`src/core/svm_pkg.sv`:
```
/*
  package of the supply monitor: register map, fields, resets, bus codes.
  assumes an ahb-lite slave with 32-bit data and word-aligned registers.
*/
// Operation
// - two-bit field picks the detector threshold
// - detector output drives event line eight
// - interrupt on falling and rising crossings
// - detection works only while enable set
// - read-only flag shows supply below threshold
// - threshold field bits 6:5, reset zero
// - enable is bit 4, reset zero
// - flag is status bit 2, reset zero
package svm_pkg;

	// ====================================================
	// register offsets
	localparam logic [7:0] SVM_CTRL_OFS = 8'h00;
	localparam logic [7:0] SVM_STAT_OFS = 8'h04;
	localparam logic [7:0] SVM_IRQ_STAT_OFS = 8'h08;
	localparam logic [7:0] SVM_IRQ_MASK_OFS = 8'h0C;
	localparam int SVM_ADDR_W = 8;

	// ====================================================
	// field positions
	localparam int SVM_SEL_LO = 5;
	localparam int SVM_SEL_HI = 6;
	localparam int SVM_EN_BIT = 4;
	localparam int SVM_FLAG_BIT = 2;
	localparam int SVM_EV_LINE = 8;
	localparam int SVM_IRQ_FALL_BIT = 0;
	localparam int SVM_IRQ_RISE_BIT = 1;
	localparam int SVM_IRQ_W = 2;

	// ====================================================
	// reset values
	localparam logic [1:0] SVM_SEL_RST = 2'h0;
	localparam logic SVM_EN_RST = 1'b0;
	localparam logic [SVM_IRQ_W-1:0] SVM_IRQ_RST = 2'h0;

	// ====================================================
	// ahb-lite codes
	localparam logic [1:0] SVM_HTRANS_NONSEQ = 2'h2;
	localparam logic [2:0] SVM_HSIZE_WORD = 3'h2;
	localparam logic SVM_HRESP_OKAY = 1'b0;

	typedef struct packed {
		logic [1:0] threshold_select;
		logic monitor_enable;
	} svm_ctrl_t;

	typedef struct packed {
		logic below;
		logic rise;
		logic fall;
	} svm_det_t;

endpackage

```
`src/core/svm_sync.sv`:
```
/*
  two-flop synchroniser with edge outputs taken from the second stage.
  assumes an asynchronous level input; the first flop feeds only the second.
*/
`timescale 1ns/1ps
module svm_sync (
	// clock and reset
	input wire logic hclk,
	input wire logic hresetn,
	// level in
	input wire logic async_in,
	input wire logic gate,
	// result
	output svm_pkg::svm_det_t det
);
	logic meta_r;
	logic sync_r;
	logic prev_r;

	// ====================================================
	// crossing
	always_ff @(posedge hclk or negedge hresetn) begin
		if (!hresetn) begin
			meta_r <= 1'b0;
			sync_r <= 1'b0;
		end else begin
			meta_r <= async_in;
			sync_r <= meta_r;
		end
	end

	// gated level: inactive while monitoring is off
	always_ff @(posedge hclk or negedge hresetn) begin
		if (!hresetn)
			prev_r <= 1'b0;
		else
			prev_r <= sync_r & gate;
	end

	always_comb begin
		det.below = prev_r;
		det.fall = (sync_r & gate) & ~prev_r;
		det.rise = ~(sync_r & gate) & prev_r & gate;
	end
endmodule

```
`src/core/svm_top.sv`:
```
/*
  supply voltage monitor: ahb-lite registers, threshold select, status,
  event line and a masked sticky interrupt.
  assumes one bus master, an analog comparator with an async output that is
  high while the supply is under the threshold, and an external event
  controller that applies its own edge selection to the event line.
*/
// The AHB-Lite register port and the register offsets were chosen for this implementation.
`timescale 1ns/1ps
module svm_top (
	// clock and reset
	input wire logic hclk,
	input wire logic hresetn,
	// ahb-lite slave
	input wire logic hsel,
	input wire logic [31:0] haddr,
	input wire logic [1:0] htrans,
	input wire logic hwrite,
	input wire logic [2:0] hsize,
	input wire logic [31:0] hwdata,
	input wire logic hready,
	output logic [31:0] hrdata,
	output logic hreadyout,
	output logic hresp,
	// analog comparator
	input wire logic cmp_below_async,
	output logic [1:0] threshold_select,
	output logic monitor_enable,
	// event controller and interrupt
	output logic supply_level_detector,
	output logic irq
);
	svm_pkg::svm_ctrl_t ctrl_r;
	svm_pkg::svm_det_t det;
	logic [svm_pkg::SVM_IRQ_W-1:0] irq_stat_r;
	logic [svm_pkg::SVM_IRQ_W-1:0] irq_mask_r;
	logic [svm_pkg::SVM_IRQ_W-1:0] irq_set;
	logic wr_pend_r;
	logic stat_rd;
	logic [svm_pkg::SVM_ADDR_W-1:0] addr_r;
	logic [31:0] hrdata_r;
	logic take;

	function automatic logic hit(
		input logic [svm_pkg::SVM_ADDR_W-1:0] a,
		input logic [svm_pkg::SVM_ADDR_W-1:0] ofs
	);
		hit = (a == ofs);
	endfunction

	// ====================================================
	// bus address phase
	// zero wait states: every transfer completes in its first data cycle
	assign take = hsel && hready && (htrans == svm_pkg::SVM_HTRANS_NONSEQ);
	assign hreadyout = 1'b1;
	assign hresp = svm_pkg::SVM_HRESP_OKAY;
	assign hrdata = hrdata_r;
	// clear the status as its value is captured for the data phase
	assign stat_rd = take && !hwrite
		&& hit(haddr[svm_pkg::SVM_ADDR_W-1:0], svm_pkg::SVM_IRQ_STAT_OFS);

	always_ff @(posedge hclk or negedge hresetn) begin
		if (!hresetn) begin
			wr_pend_r <= 1'b0;
			addr_r <= '0;
		end else begin
			wr_pend_r <= take && hwrite;
			addr_r <= haddr[svm_pkg::SVM_ADDR_W-1:0];
		end
	end

	// ====================================================
	// control register
	always_ff @(posedge hclk or negedge hresetn) begin
		if (!hresetn) begin
			ctrl_r.threshold_select <= svm_pkg::SVM_SEL_RST;
			ctrl_r.monitor_enable <= svm_pkg::SVM_EN_RST;
		end else if (wr_pend_r && hit(addr_r, svm_pkg::SVM_CTRL_OFS)) begin
			ctrl_r.threshold_select <=
				hwdata[svm_pkg::SVM_SEL_HI:svm_pkg::SVM_SEL_LO];
			ctrl_r.monitor_enable <= hwdata[svm_pkg::SVM_EN_BIT];
		end
	end

	assign threshold_select = ctrl_r.threshold_select;
	assign monitor_enable = ctrl_r.monitor_enable;

	// ====================================================
	// detector path
	svm_sync u_sync (
		.hclk(hclk),
		.hresetn(hresetn),
		.async_in(cmp_below_async),
		.gate(ctrl_r.monitor_enable),
		.det(det)
	);

	// the event controller sees the gated level and picks its own edges
	assign supply_level_detector = det.below;

	// ====================================================
	// interrupt status and mask
	assign irq_set = {det.rise, det.fall};

	always_ff @(posedge hclk or negedge hresetn) begin
		if (!hresetn)
			irq_mask_r <= svm_pkg::SVM_IRQ_RST;
		else if (wr_pend_r && hit(addr_r, svm_pkg::SVM_IRQ_MASK_OFS))
			irq_mask_r <= hwdata[svm_pkg::SVM_IRQ_W-1:0];
	end

	// an edge in the clearing read's cycle survives: set beats clear;
	// clearing at capture time means no edge is lost between the two
	always_ff @(posedge hclk or negedge hresetn) begin
		if (!hresetn)
			irq_stat_r <= svm_pkg::SVM_IRQ_RST;
		else if (stat_rd)
			irq_stat_r <= irq_set;
		else
			irq_stat_r <= irq_stat_r | irq_set;
	end

	always_ff @(posedge hclk or negedge hresetn) begin
		if (!hresetn)
			irq <= 1'b0;
		else
			irq <= |(irq_stat_r & irq_mask_r);
	end

	// ====================================================
	// read data, registered for the data phase
	always_ff @(posedge hclk or negedge hresetn) begin
		if (!hresetn) begin
			hrdata_r <= '0;
		end else if (take && !hwrite) begin
			hrdata_r <= '0;
			unique case (haddr[svm_pkg::SVM_ADDR_W-1:0])
				svm_pkg::SVM_CTRL_OFS: begin
					hrdata_r[svm_pkg::SVM_SEL_HI:svm_pkg::SVM_SEL_LO] <=
						ctrl_r.threshold_select;
					hrdata_r[svm_pkg::SVM_EN_BIT] <= ctrl_r.monitor_enable;
				end
				svm_pkg::SVM_STAT_OFS: begin
					hrdata_r[svm_pkg::SVM_FLAG_BIT] <= det.below;
				end
				svm_pkg::SVM_IRQ_STAT_OFS: begin
					hrdata_r[svm_pkg::SVM_IRQ_W-1:0] <= irq_stat_r;
				end
				svm_pkg::SVM_IRQ_MASK_OFS: begin
					hrdata_r[svm_pkg::SVM_IRQ_W-1:0] <= irq_mask_r;
				end
				default: begin
					hrdata_r <= '0;
				end
			endcase
		end
	end
endmodule

```
`config.mk`:
```
export PLATFORM = sky130hd
export DESIGN_NAME = svm_top
export DESIGN_NICKNAME = d
export VERILOG_FILES = /design/src/core/svm_pkg.sv /design/src/core/svm_sync.sv /design/src/core/svm_top.sv
export SDC_FILE = /design/constraint.sdc
export NUM_CORES = 1
export LEC_CHECK = 0
export ABC_CLOCK_PERIOD_IN_PS = 1700
export BUFFER_PORTS_ARGS = -buffer_cell sky130_fd_sc_hd__clkbuf_2
export CORE_ASPECT_RATIO = 0.5
export CORE_MARGIN = 4
export CORE_UTILIZATION = 36
export CTS_CLUSTER_SIZE = 8
export DETAILED_ROUTE_END_ITERATION = 16
export HOLD_SLACK_MARGIN = 0.15
export PLACE_DENSITY = 0.81
export REMOVE_ABC_BUFFERS = 1
export SETUP_SLACK_MARGIN = 0.2
export SYNTH_ARGS = -nofsm -noshare
export SYNTH_HDL_FRONTEND = slang
export SYNTH_SLANG_ARGS = --single-unit
```
`constraint.sdc`:
```
create_clock -name hclk -period 1.7 [get_ports hclk]
set_input_delay 0 -clock hclk [delete_from_list [all_inputs] [get_ports hclk]]
set_output_delay 0 -clock hclk [all_outputs]
set_load 0.02 [all_outputs]
```
## Yosys cells after proc, flatten, opt, wreduce, memory -nomap -nowiden

Index checks and enable logic that the tools add are counted.
Widths: inputs -> output; s select.

- Register bits: 26
- Word-level logic and storage cells: 39
- Output and inout port bits: 39
- Bits of input ports: 75

- Equal/unequal tests: 5
- Mux-type cells: 4
- Bitwise gates (word level): 8
- Reductions and logical operators: 11

Operators with widths:

| kind | count |
|---|---|
| $eq 8x4->1 const B | 3 |
| $logic_not 8->1 | 2 |
| $eq 8x3->1 const B | 1 |
| $logic_and 1x1->1 | 7 |
| $and 1x1->1 | 4 |
| $pmux 2 s2 | 1 |
| $mux 3 | 1 |
| $and 2x2->2 | 1 |
| $eq 2x2->1 const B | 1 |
| $mux 2 | 1 |
| $not 1->1 | 2 |
| $or 2x2->2 | 1 |
| $reduce_or 2->1 | 1 |
| $logic_not 1->1 | 1 |
| $mux 1 | 1 |

## Longest topological paths before layout

Gate-level depths: netlist (run 1).

- Depth in word-level cells: 6
- Depth in mapped cells: 3

## Cells and area by module

From an unflattened synthesis (run 1), not the netlist that was laid out.

- Cell total of the unflattened synthesis: 102
- Area, all modules: 1,212.4 sq um

Modules (own cells, without submodules):

| module | sequential area each (sq um) | area each (sq um) | cells each | times used |
|---|---|---|---|---|
| svm_top | 575.6 | 1,104.8 | 95 | 1 |
| svm_sync | 75.1 | 107.6 | 7 | 1 |

## Worst setup path before layout (run 1)

Ideal clock, no wire load.

- Kind: register -> register
- From: reg addr_r[4] (netlist name)
- To: reg irq_mask_r[0] (netlist name)
- Library setup time: 125 ps
- Data arrival time: 1,237 ps
- Clock period less this slack: 1,362 ps
- Setup slack: 338 ps
- Stages on the path, launching flop included: 4
- Data required time: 1,575 ps
- Cell sequence: dfrtp_1 -> nor4b_1 -> and4_1 -> mux2_2

- Cells in the longest elaborated chain, start to end: 2

RTL lines:

| item | RTL line | source |
|---|---|---|
| from (decl) | svm_top.sv:40 | `logic [svm_pkg::SVM_ADDR_W-1:0] addr_r;` |
| from (signal assigned) | svm_top.sv:68 | `addr_r <= haddr[svm_pkg::SVM_ADDR_W-1:0];` |
| $eq 8x4->1 | svm_top.sv:48 | `hit = (a == ofs);` |
| $logic_and 1x1->1 | svm_top.sv:108 | `else if (wr_pend_r && hit(addr_r, svm_pkg::SVM_IRQ_MASK_OFS))` |
| to (signal assigned) | svm_top.sv:107 | `irq_mask_r <= svm_pkg::SVM_IRQ_RST;` |
| to (signal assigned) | svm_top.sv:109 | `irq_mask_r <= hwdata[svm_pkg::SVM_IRQ_W-1:0];` |
| to (decl) | svm_top.sv:36 | `logic [svm_pkg::SVM_IRQ_W-1:0] irq_mask_r;` |

Every way passes these cells.
A chain may end at the register's enable or synchronous reset.

## Worst setup path after layout (run 1)

Ends and elaborated chain as after synthesis.

==> out/metrics.yaml, run 1 <==
final_layout:
  antenna_cells: 0
  area_growth_pct: 36.06
  final_util: 0.5220
  final_common_cell: "conb_1"
  drive_gt1_frac: 0.3312
  final_area_mm2: 0.001600
  final_cell_mix: "conb_1, clkbuf_2, dfrtp_1"
  final_nets: 230
placed_design:
  place_congestion: 0.7666
  place_area_mm2: 0.001269
  dp_hpwl_um: 1667
  io_buffers: 31
critical_path:
  path_max_fanout: 2
  critPathArrivalTime_ns: 1.60
  start_kind: "flip-flop"
  cp-end-kind: "flip-flop"
  required_ns: 1.86
  worstSetupPathType: "flip-flop to flip-flop"
run_status:
  outcome: "complete, no violations"
clock_network:
  clk_path_buf_depth: 2
  clock-root-buffer: "clkbuf_8"
  cts_made_buffers: 3
  cts.sinks: 26
  insertion_delay_ns: 0.27
  clkTransAtPathRegs_ns: 0.09
  cts_tree: "built"
  cts_max_level: 1
logic_synthesis:
  synth.avg_cell_area_um2: 12.00
  netlist_instances: 98
  synth-edff-count: 0
  netlist_area_mm2: 0.001176
  yosysWarningCount: 0
  synth_area_leader_cell: "dfrtp_1"
  ys_ff_latch: 26
  async_flop_share: 1.000
  synth.area.top_cells: "dfrtp_1, buf_4, mux2_2, a22o_1, mux2i_1"
  yosys.area.top_type_share: 0.5532
  synth-seq-area-share: 0.5532
  yosys_most_used_dff: "dfrtp_1"
  synth_cell_types: 26
routing:
  ant_nets: 0
  drt-total-wl_um: 2593
  first_iter_violations: 46
  dr.pass1.iters: 4
  vias: 868
  wl_per_cell_um: 13.37
  drc_errors: 0
  viasPerCell: 4.474
global_route:
  antenna_found_initial: 0
  grt_pass1_vias: 810
  grt_pass1_wl_um: 3967
  grt_max_degree: 27
  grt_overflow: 0
  track_usage: 0.1178
floorplanning:
  die_h_um: 48.42
  io_pins: 114
  die_w_um: 88.84
  start_util: 0.3837
  core.rowCount: 14
  die_area_mm2: 0.004301
  coreArea_mm2: 0.003065
sta:
  report.final.setup_viol: 0
  relSlewSlack: 0.5851
  maxSlewViolCount: 0
  timing.final.crit_share: 0.8470
  fin_crit_ns: 1.440
  skew_ns: 0.004382
  rsz0062_at_grt: "false"
  hold_viol: 0
  tightest_slew_ns: 0.6223
  max_freq_mhz: 694.5
  setup_tns_ns: 0
power:
  pwr-share-clk: 0.326
  p_comb_frac: 0.146
  power_leakage_nw: 0.8410
  peakVddDrop_mv: 0.2931
  p_sw_mw: 0.3118
  switching_share: 0.2546
  internal_power_mw: 0.9128
  p_seq_frac: 0.528
  p_total_mw: 1.225
  power_density_mw_per_mm2: 765.2
hold_path:
  hold_path_class: "input port to flip-flop"
flow_run:
  drv_cap: 0
-- cells in the mapped netlist (2+ instances only) --
cell and number:
conb_1 2, buf_4 28, mux2_2 6, mux2i_1 2
dfrtp_1 26, o31ai_1 2, nor2_1 2, o21ai_0 3
a22o_1 4, inv_1 5, nand2_1 2, nor4_1 2
-- metal layers --
layer,routed length (um),GRT usage,vias to the layer above
met1,933,0.1286,423
met4,35,0.04020,0
met2,1405,0.2155,47
met5,0,0,-
li1,-,-,394
met3,219,0.03390,4
-- power by group through the flow --
stage | clock network [mW] | logic (mW) | registers (mW)
after detailed placement | 0 | 0.127 | 0.657
after CTS | 0.399 | 0.157 | 0.645
after global routing | 0.444 | 0.195 | 0.649
final | 0.399 | 0.179 | 0.647
after global placement | 0 | 0.125 | 0.656
after floorplan | 0 | 0.0712 | 0.663
-- cells by family (layout without fill, tap and decap cells) --
logic type,after synthesis,after routing,share of synthesized area
AO/OA/AOI/OAI,10,10,0.06063
buffers and inverters,33,63,0.1947
flip-flops,26,26,0.5532
multiplexers,8,8,0.07446
other,2,28,0.006385
AND/OR/NAND/NOR,19,19,0.1107
-- flip-flops by register name, summed over array words and instances (netlist names) --
register,count
irq_mask_r,2
addr_r,8
irq,1
u_sync.meta_r,1
irq_stat_r,2
monitor_enable,1
u_sync.prev_r,1
threshold_select,2
hrdata,6
wr_pend_r,1
u_sync.sync_r,1
-- timing repair --
item / CTS / global route
hold endpoints to repair: 46 / 3
setup buffers: 0 / 3
pin swaps: 0 / 3
endpoints found under the setup margin: 2 / 7
hold buffers: 17 / 3
gates resized for setup: 1 / 16
-- metrics by stage --
step           setup slack, ns  hold WS, ns  std cells
2_1_floorplan           0.3385      -0.2956         96
3_3_place_gp            0.2195      0.02783        167
3_5_place_dp            0.1463      0.03642        167
4_1_cts                 0.2138       0.1790        188
5_1_grt                 0.2111       0.2321        194
6_report                0.2600       0.1992        194
-- critical path, stage by stage, from the launching register on --
cell and delay [ns]:
dfrtp_1 0.41, nor4b_4 0.30, and4_1 0.28, mux2_2 0.35
-- final cells by class --
type,count,area (um^2)
inverters,5,18.77
clock buffers,4,55.05
repair buffers,54,397.9
fillers,230,1465
flip-flops and latches,26,650.6
multi-input cells,65,427.9
well taps,40,50.05
-- path summary, 6_finish.rpt --
| kind | startpoint | to | slack [ns] | depth (start not counted) |
|---|---|---|---|---|
| worst max register to register | addr_r[4] | irq_mask_r[0] | 0.26 | 3 |
| max in group asynchronous | hresetn | irq_stat_r[0] | 1.02 | 2 |
| worst min-delay path | haddr[5] | irq_stat_r[1] | 0.20 | 4 |
| min in group asynchronous | hresetn | irq_mask_r[1] | 0.28 | 2 |
| worst max-delay path | addr_r[4] | irq_mask_r[0] | 0.26 | 3 |
| worst min register to register | u_sync.meta_r | u_sync.sync_r | 0.36 | 0 |
(Power assumes the default switching activity.)
==> run 2, diff against run 1 <==
Settings changed: ABC_CLOCK_PERIOD_IN_PS 1700 to 1300, CORE_UTILIZATION 36 to 32, PLACE_DENSITY 0.81 to 0.76.
Clock period 1.7 ns to 1.3 ns, I/O delays scaled along.
==> run 2 against run 1 <==
  * The flow now finishes with violations (negative setup slack)
  * Combinational power rose by 26%
  * Register-to-register slack got worse by 0.33 ns
  * Power rose by 28%
  * Clock skew rose by 0.00094 ns
  * Sequential cell count did not move
  * Design area rose by 1.2%
  * Core utilization fell by 5.8 points
  * Global-route usage fell by 2.2 points
  * Critical path depth did not move
  * Via count fell by 4.4%
  * Sequential power rose by 31%
==> out/metrics.yaml, run 2 (synthesis results as in run 1) <==
sta:
  skew_ns: 0.005323  # was 0.004382 ns
  rsz0062_at_grt: "true"  # was false
  fin_crit_ns: 1.373  # was 1.440 ns
  timing.final.crit_share: 1.057  # was 0.8470
  hold_viol: 0  # unchanged
  setup_ws_ns: -0.07346  # was 0.2600 ns
  report.final.setup_viol: 5  # was 0
  tightest_slew_ns: 0.6165  # was 0.6223 ns
  relSlewSlack: 0.5890  # was 0.5851
  maxSlewViolCount: 0  # unchanged
  max_freq_mhz: 728.1  # was 694.5 MHz
global_route:
  grt_overflow: 0  # unchanged
  grt_pass1_wl_um: 3519  # was 3967 um
  grt_max_degree: 27  # unchanged
  antenna_found_initial: 0  # unchanged
  grt_pass1_vias: 741  # was 810
  track_usage: 0.09588  # was 0.1178
power:
  power_density_mw_per_mm2: 971.4  # was 765.2 mW/mm^2
  power_leakage_nw: 0.8296  # was 0.8410 nW
  p_total_mw: 1.573  # was 1.225 mW
  peakVddDrop_mv: 0.3639  # was 0.2931 mV
final_layout:
  regMostFlops: "addr_r"  # unchanged
  antenna_cells: 0  # unchanged
  area_growth_pct: 37.66  # was 36.06%
  final_cell_mix: "clkbuf_2, conb_1, dfrtp_1"  # was conb_1, clkbuf_2, dfrtp_1
  register_area_um2: 650.6  # unchanged
  num-fill-cells: 325  # was 230
  final_nets: 228  # was 230
  drive_gt1_frac: 0.3684  # was 0.3312
  final_area_mm2: 0.001619  # was 0.001600 mm^2
  multi_input_area_um2: 467.9  # was 427.9 um^2
  largest_register_ffs: 8  # unchanged
  final_common_cell: "clkbuf_2"  # was conb_1
placed_design:
  place_congestion: 0.8706  # was 0.7666
  place_area_mm2: 0.001297  # was 0.001269 mm^2
  dp_hpwl_um: 1599  # was 1667 um
  io_buffers: 31  # unchanged
floorplanning:
  die_h_um: 50.87  # was 48.42 um
  die_area_mm2: 0.004768  # was 0.004301 mm^2
  io_pins: 114  # unchanged
  coreArea_mm2: 0.003491  # was 0.003065 mm^2
  start_util: 0.3369  # was 0.3837
  core.rowCount: 15  # was 14
  die_w_um: 93.74  # was 88.84 um
critical_path:
  cp-end-kind: "flip-flop"  # unchanged
  required_ns: 1.46  # was 1.86 ns
  critPathArrivalTime_ns: 1.53  # was 1.60 ns
  path_max_fanout: 2  # unchanged
  rrSetupSlack_ns: -0.07  # was 0.26 ns
  worstSetupPathType: "flip-flop to flip-flop"  # unchanged
  path_cells: "nor4b_4, and4_1, mux2_2"  # unchanged
  critical_path_buf_inv_count: 0  # unchanged
  critPathMaxStageDelay_ns: 0.40  # was 0.41 ns
  critPathTopFamily: "simple AND/OR/NAND/NOR gates"  # unchanged
  start_kind: "flip-flop"  # unchanged
  crit_slowest_cell: "dfrtp_1"  # unchanged
routing:
  wl_per_cell_um: 11.26  # was 13.37 um
  dr.pass1.iters: 3  # was 4
  first_iter_violations: 19  # was 46
  viasPerCell: 4.089  # was 4.474
  drt-total-wl_um: 2285  # was 2593 um
  vias: 830  # was 868
  ant_nets: 0  # unchanged
  drc_errors: 0  # unchanged
clock_network:
  cts.sinks: 26  # unchanged
  clkTransAtPathRegs_ns: 0.08  # was 0.09 ns
  clk_path_buf_depth: 2  # unchanged
  clock-root-buffer: "clkbuf_8"  # unchanged
  cts_made_buffers: 3  # unchanged
  cts_max_level: 1  # unchanged
  cts_tree: "built"  # unchanged
  insertion_delay_ns: 0.26  # was 0.27 ns
run_status:
  violations: "negative setup slack"
  outcome: "finished with violations"  # was complete, no violations
hold_path:
  hold_path_class: "input port to flip-flop"  # unchanged
flow_run:
  drv_cap: 0  # unchanged
[run 2: area by class of cell]
type / count / share of cell area
clock buffers: 4 / 0.03400
flip-flops and latches: 26 / 0.4019
repair buffers: 52 / 0.2241
well taps: 51 / 0.03941
inverters: 5 / 0.01159
multi-input cells: 65 / 0.2890
[run 2: repair_timing]
action | CTS | global route
hold buffers | 17 | 1
gates resized for setup | 4 | 10
endpoints found under the setup margin | 5 | 11
hold endpoints to repair | 46 | 1
pin swaps | 2 | 2
setup buffers | 1 | 0
[run 2: path summary, 6_finish.rpt]
check	cells past startpoint	startpoint	end
min in group asynchronous	2	hresetn	addr_r[1]
setup reg to reg	3	addr_r[4]	irq_mask_r[1]
hold reg to reg	0	u_sync.meta_r	u_sync.sync_r
setup / recovery	3	addr_r[4]	irq_mask_r[1]
max in group asynchronous	2	hresetn	hrdata[5]
hold / removal	4	hwrite	irq_stat_r[0]
[run 2: where the power goes]
| part | leakage [nW] | switching (mW) | total, mW | internal, mW |
|---|---|---|---|---|
| Sequential | 0.321 | 0.0152 | 0.847 | 0.832 |
| Combinational | 0.479 | 0.143 | 0.225 | 0.0826 |
| Clock | 0.0288 | 0.230 | 0.501 | 0.270 |
| Total | 0.830 | 0.388 | 1.57 | 1.18 |
[run 2: metal layers]
layer	GRT usage	share of wire	wire [um]	vias up
li1	-	-	-	394
met4	0.02398	0.0096	22	0
met3	0.02794	0.079	181	4
met1	0.1078	0.39	889	395
met5	0	0	0	-
met2	0.1798	0.52	1192	37
[run 2: stage by stage]
stage / TNS, ns / cells / worst slack, ns / hold slack (ns) / utilization
floorplan: -0.1231 / 96 / -0.06153 / -0.2956 / -
global placement: -0.6469 / 180 / -0.1255 / 0.03197 / 0.3717
detailed placement: -0.7390 / 180 / -0.1456 / 0.04398 / 0.3717
CTS: -0.3345 / 202 / -0.08907 / 0.1328 / 0.4455
global route: -0.5786 / 203 / -0.1345 / 0.1536 / 0.4638
finish: -0.2780 / 203 / -0.07346 / 0.1450 / 0.4638
[run 2: worst reg2reg max path: cells and delay by family (launching register included)]
kind / cells / cell delay [ns]
multiplexers: 1 / 0.33
flip-flops: 1 / 0.40
AND/OR/NAND/NOR: 2 / 0.54
==> run 3, diff against run 2 <==
Settings changed: CORE_UTILIZATION 32 to 33, PLACE_DENSITY 0.76 to 0.77, SYNTH_HIERARCHICAL from default to 1.
==> run 3 against run 2 <==
  * First-iteration DRC count rose by 130%
  * Die area barely moved
  * Combinational power rose by 7%
  * The flow still finishes with violations (negative setup slack)
  * Largest cell class unchanged
==> out/metrics.yaml, run 3 <==
logic_synthesis:
  yosysMostFrequentCell: "buf_4"  # unchanged
  ys_ff_latch: 26  # unchanged
  synth-edff-count: 0  # unchanged
  yosys_most_used_dff: "dfrtp_1"  # unchanged
  netlist_area_mm2: 0.001212  # was 0.001176 mm^2
  netlist_instances: 102  # was 98
  async_flop_share: 1.000  # unchanged
  synth_cell_types: 25  # was 26
  synth.area.top_cells: "dfrtp_1, buf_4, mux2_2, a22o_1, nor2_1"  # was dfrtp_1, buf_4, mux2_2, a22o_1, mux2i_1
  yosysWarningCount: 6  # was 0
  yosys.area.top_type_share: 0.5366  # was 0.5532
  synth.avg_cell_area_um2: 11.89  # was 12.00 um^2
  synth-seq-area-share: 0.5366  # was 0.5532
  synth_area_leader_cell: "dfrtp_1"  # unchanged
  synth_common_cells: "buf_4, dfrtp_1, nor2_1, mux2_2, a22o_1"  # was buf_4, dfrtp_1, mux2_2, inv_1, a22o_1
routing:
  met3_length_um: 174  # was 181 um
  vias: 885  # was 830
  drt-total-wl_um: 2675  # was 2285 um
  viasPerCell: 4.234  # was 4.089
  met1_length_um: 1070  # was 889 um
  ant_nets: 0  # unchanged
  wl_per_cell_um: 12.80  # was 11.26 um
  drc_errors: 0  # unchanged
  wl_met2_um: 1382  # was 1192 um
  highest_layer: "met4"  # unchanged
  dr.pass1.iters: 2  # was 3
  first_iter_violations: 43  # was 19
sta:
  setup_ws_ns: -0.09331  # was -0.07346 ns
  skew_ns: 0.009377  # was 0.005323 ns
  max_freq_mhz: 717.7  # was 728.1 MHz
  timing.final.crit_share: 1.072  # was 1.057
  setup_tns_ns: -0.5837  # was -0.2780 ns
  tightest_slew_ns: 0.6282  # was 0.6165 ns
  hold_viol: 0  # unchanged
  report.final.setup_viol: 8  # was 5
  rsz0062_at_grt: "true"  # unchanged
  fin_crit_ns: 1.393  # was 1.373 ns
  hold_slack_ns: 0.1994  # was 0.1450 ns
  maxSlewViolCount: 0  # unchanged
  relSlewSlack: 0.5812  # was 0.5890
clock_network:
  postCtsSetupBuffers: 0  # was 1
  insertion_delay_ns: 0.27  # was 0.26 ns
  clkTransAtPathRegs_ns: 0.09  # was 0.08 ns
  cts.sinks: 26  # unchanged
  cts_tree: "built"  # unchanged
  cts_made_buffers: 3  # unchanged
  clk_path_buf_depth: 2  # unchanged
  cts_max_level: 1  # unchanged
  clock-root-buffer: "clkbuf_8"  # unchanged
run_status:
  outcome: "finished with violations"  # unchanged
  violations: "negative setup slack"  # unchanged
floorplanning:
  die_w_um: 93.72  # was 93.74 um
  die_h_um: 50.86  # was 50.87 um
  io_pins: 114  # unchanged
  core.rowCount: 15  # unchanged
  die_area_mm2: 0.004767  # was 0.004768 mm^2
  coreArea_mm2: 0.003491  # unchanged
  start_util: 0.3473  # was 0.3369
final_layout:
  fin_cells: 209  # was 203
  final_area_mm2: 0.001690  # was 0.001619 mm^2
  num-fill-cells: 309  # was 325
  regMostFlops: "addr_r"  # unchanged
  area_growth_pct: 39.42  # was 37.66%
  final_util: 0.4842  # was 0.4638
  final_cell_mix: "clkbuf_2, conb_1, dfrtp_1"  # unchanged
  largest_register_ffs: 8  # unchanged
  drive_gt1_frac: 0.3544  # was 0.3684
  final_common_cell: "clkbuf_2"  # unchanged
  antenna_cells: 0  # unchanged
  final_nets: 234  # was 228
critical_path:
  r2r_end: "threshold_select[1]"  # was irq_mask_r[1]
  r2r_cells: 3  # unchanged
  rrSetupSlack_ns: -0.09  # was -0.07 ns
  critPathArrivalTime_ns: 1.55  # was 1.53 ns
  startpoint: "addr_r[4]"  # unchanged
  worstSetupPathType: "flip-flop to flip-flop"  # unchanged
  r2r_start: "addr_r[4]"  # unchanged
  cp-end-kind: "flip-flop"  # unchanged
  required_ns: 1.45  # was 1.46 ns
  setup.worst_path.end: "threshold_select[1]"  # was irq_mask_r[1]
  path_max_fanout: 3  # was 2
  start_kind: "flip-flop"  # unchanged
global_route:
  antenna_found_initial: 0  # unchanged
  track_usage: 0.1059  # was 0.09588
  grt_overflow: 0  # unchanged
  grt_max_degree: 27  # unchanged
  grt_pass1_vias: 829  # was 741
  grt_pass1_wl_um: 3898  # was 3519 um
flow_run:
  drv_cap: 0  # unchanged
power:
  power_density_mw_per_mm2: 1033  # was 971.4 mW/mm^2
  peakVddDrop_mv: 0.3608  # was 0.3639 mV
  p_total_mw: 1.746  # was 1.573 mW
  power_leakage_nw: 0.8441  # was 0.8296 nW
placed_design:
  io_buffers: 31  # unchanged
  preCtsSetupSlack_ns: -0.1905  # was -0.1456 ns
  dp_hpwl_um: 1838  # was 1599 um
  dpl.cell_count: 185  # was 180
  place_congestion: 0.8483  # was 0.8706
  place_area_mm2: 0.001341  # was 0.001297 mm^2
hold_path:
  hold_path_class: "input port to flip-flop"  # unchanged
  hp-start: "htrans[1]"  # was hwrite
[run 3: metal layers]
layer / global-route usage / vias up
met4: 0.04796 / 0
met1: 0.1190 / 427
li1: - / 413
met3: 0.02500 / 4
met2: 0.1927 / 41
met5: 0 / -
[run 3: area by class of cell]
type,instances,area (um^2),share of cell area
inverters,3,11.26,0.006662
flip-flops and latches,26,650.6,0.3849
repair buffers,55,395.4,0.2339
well taps,51,63.81,0.03775
multi-input cells,70,498.0,0.2946
clock inverters,1,30.03,0.01776
clock buffers,3,41.29,0.02443
[run 3: repair_timing]
action / CTS / global route
gates resized for setup: 1 / 20
pin swaps: 2 / 7
hold buffers: 16 / 4
endpoints found under the hold margin: 46 / 5
setup endpoints to repair: 5 / 11
[run 3: critical path, cell delays in order, from the launching register on]
cell and delay, ns:
dfrtp_1 0.40, nor4b_4 0.31, nand3_1 0.24, mux2_2 0.33
[run 3: power by group]
part | switching (mW) | internal, mW
logic | 0.151 | 0.0903
clock network | 0.246 | 0.412
registers | 0.0157 | 0.832
[run 3: logic make-up (layout without fill, tap and decap cells)]
group,count (synthesis),in the layout,share of synthesized area
AOI/OAI and AO/OA,12,12,0.07430
buffers and inverters,32,62,0.1889
DFF,26,26,0.5366
muxes,7,7,0.06295
other,2,28,0.006194
and+or+nand+nor,23,23,0.1311
[run 3: worst min-delay path by stage]
| stage | end | slack (ns) | cells after the start |
|---|---|---|---|
| after floorplan | addr_r[0] | -0.30 | 0 |
| after global placement | hrdata[6] | 0.03 | 1 |
| after detailed placement | hrdata[6] | 0.04 | 1 |
| after CTS | addr_r[4] | -0.05 | 2 |
| after global routing | hrdata[4] | 0.21 | 4 |
| final | hrdata[2] | 0.20 | 4 |
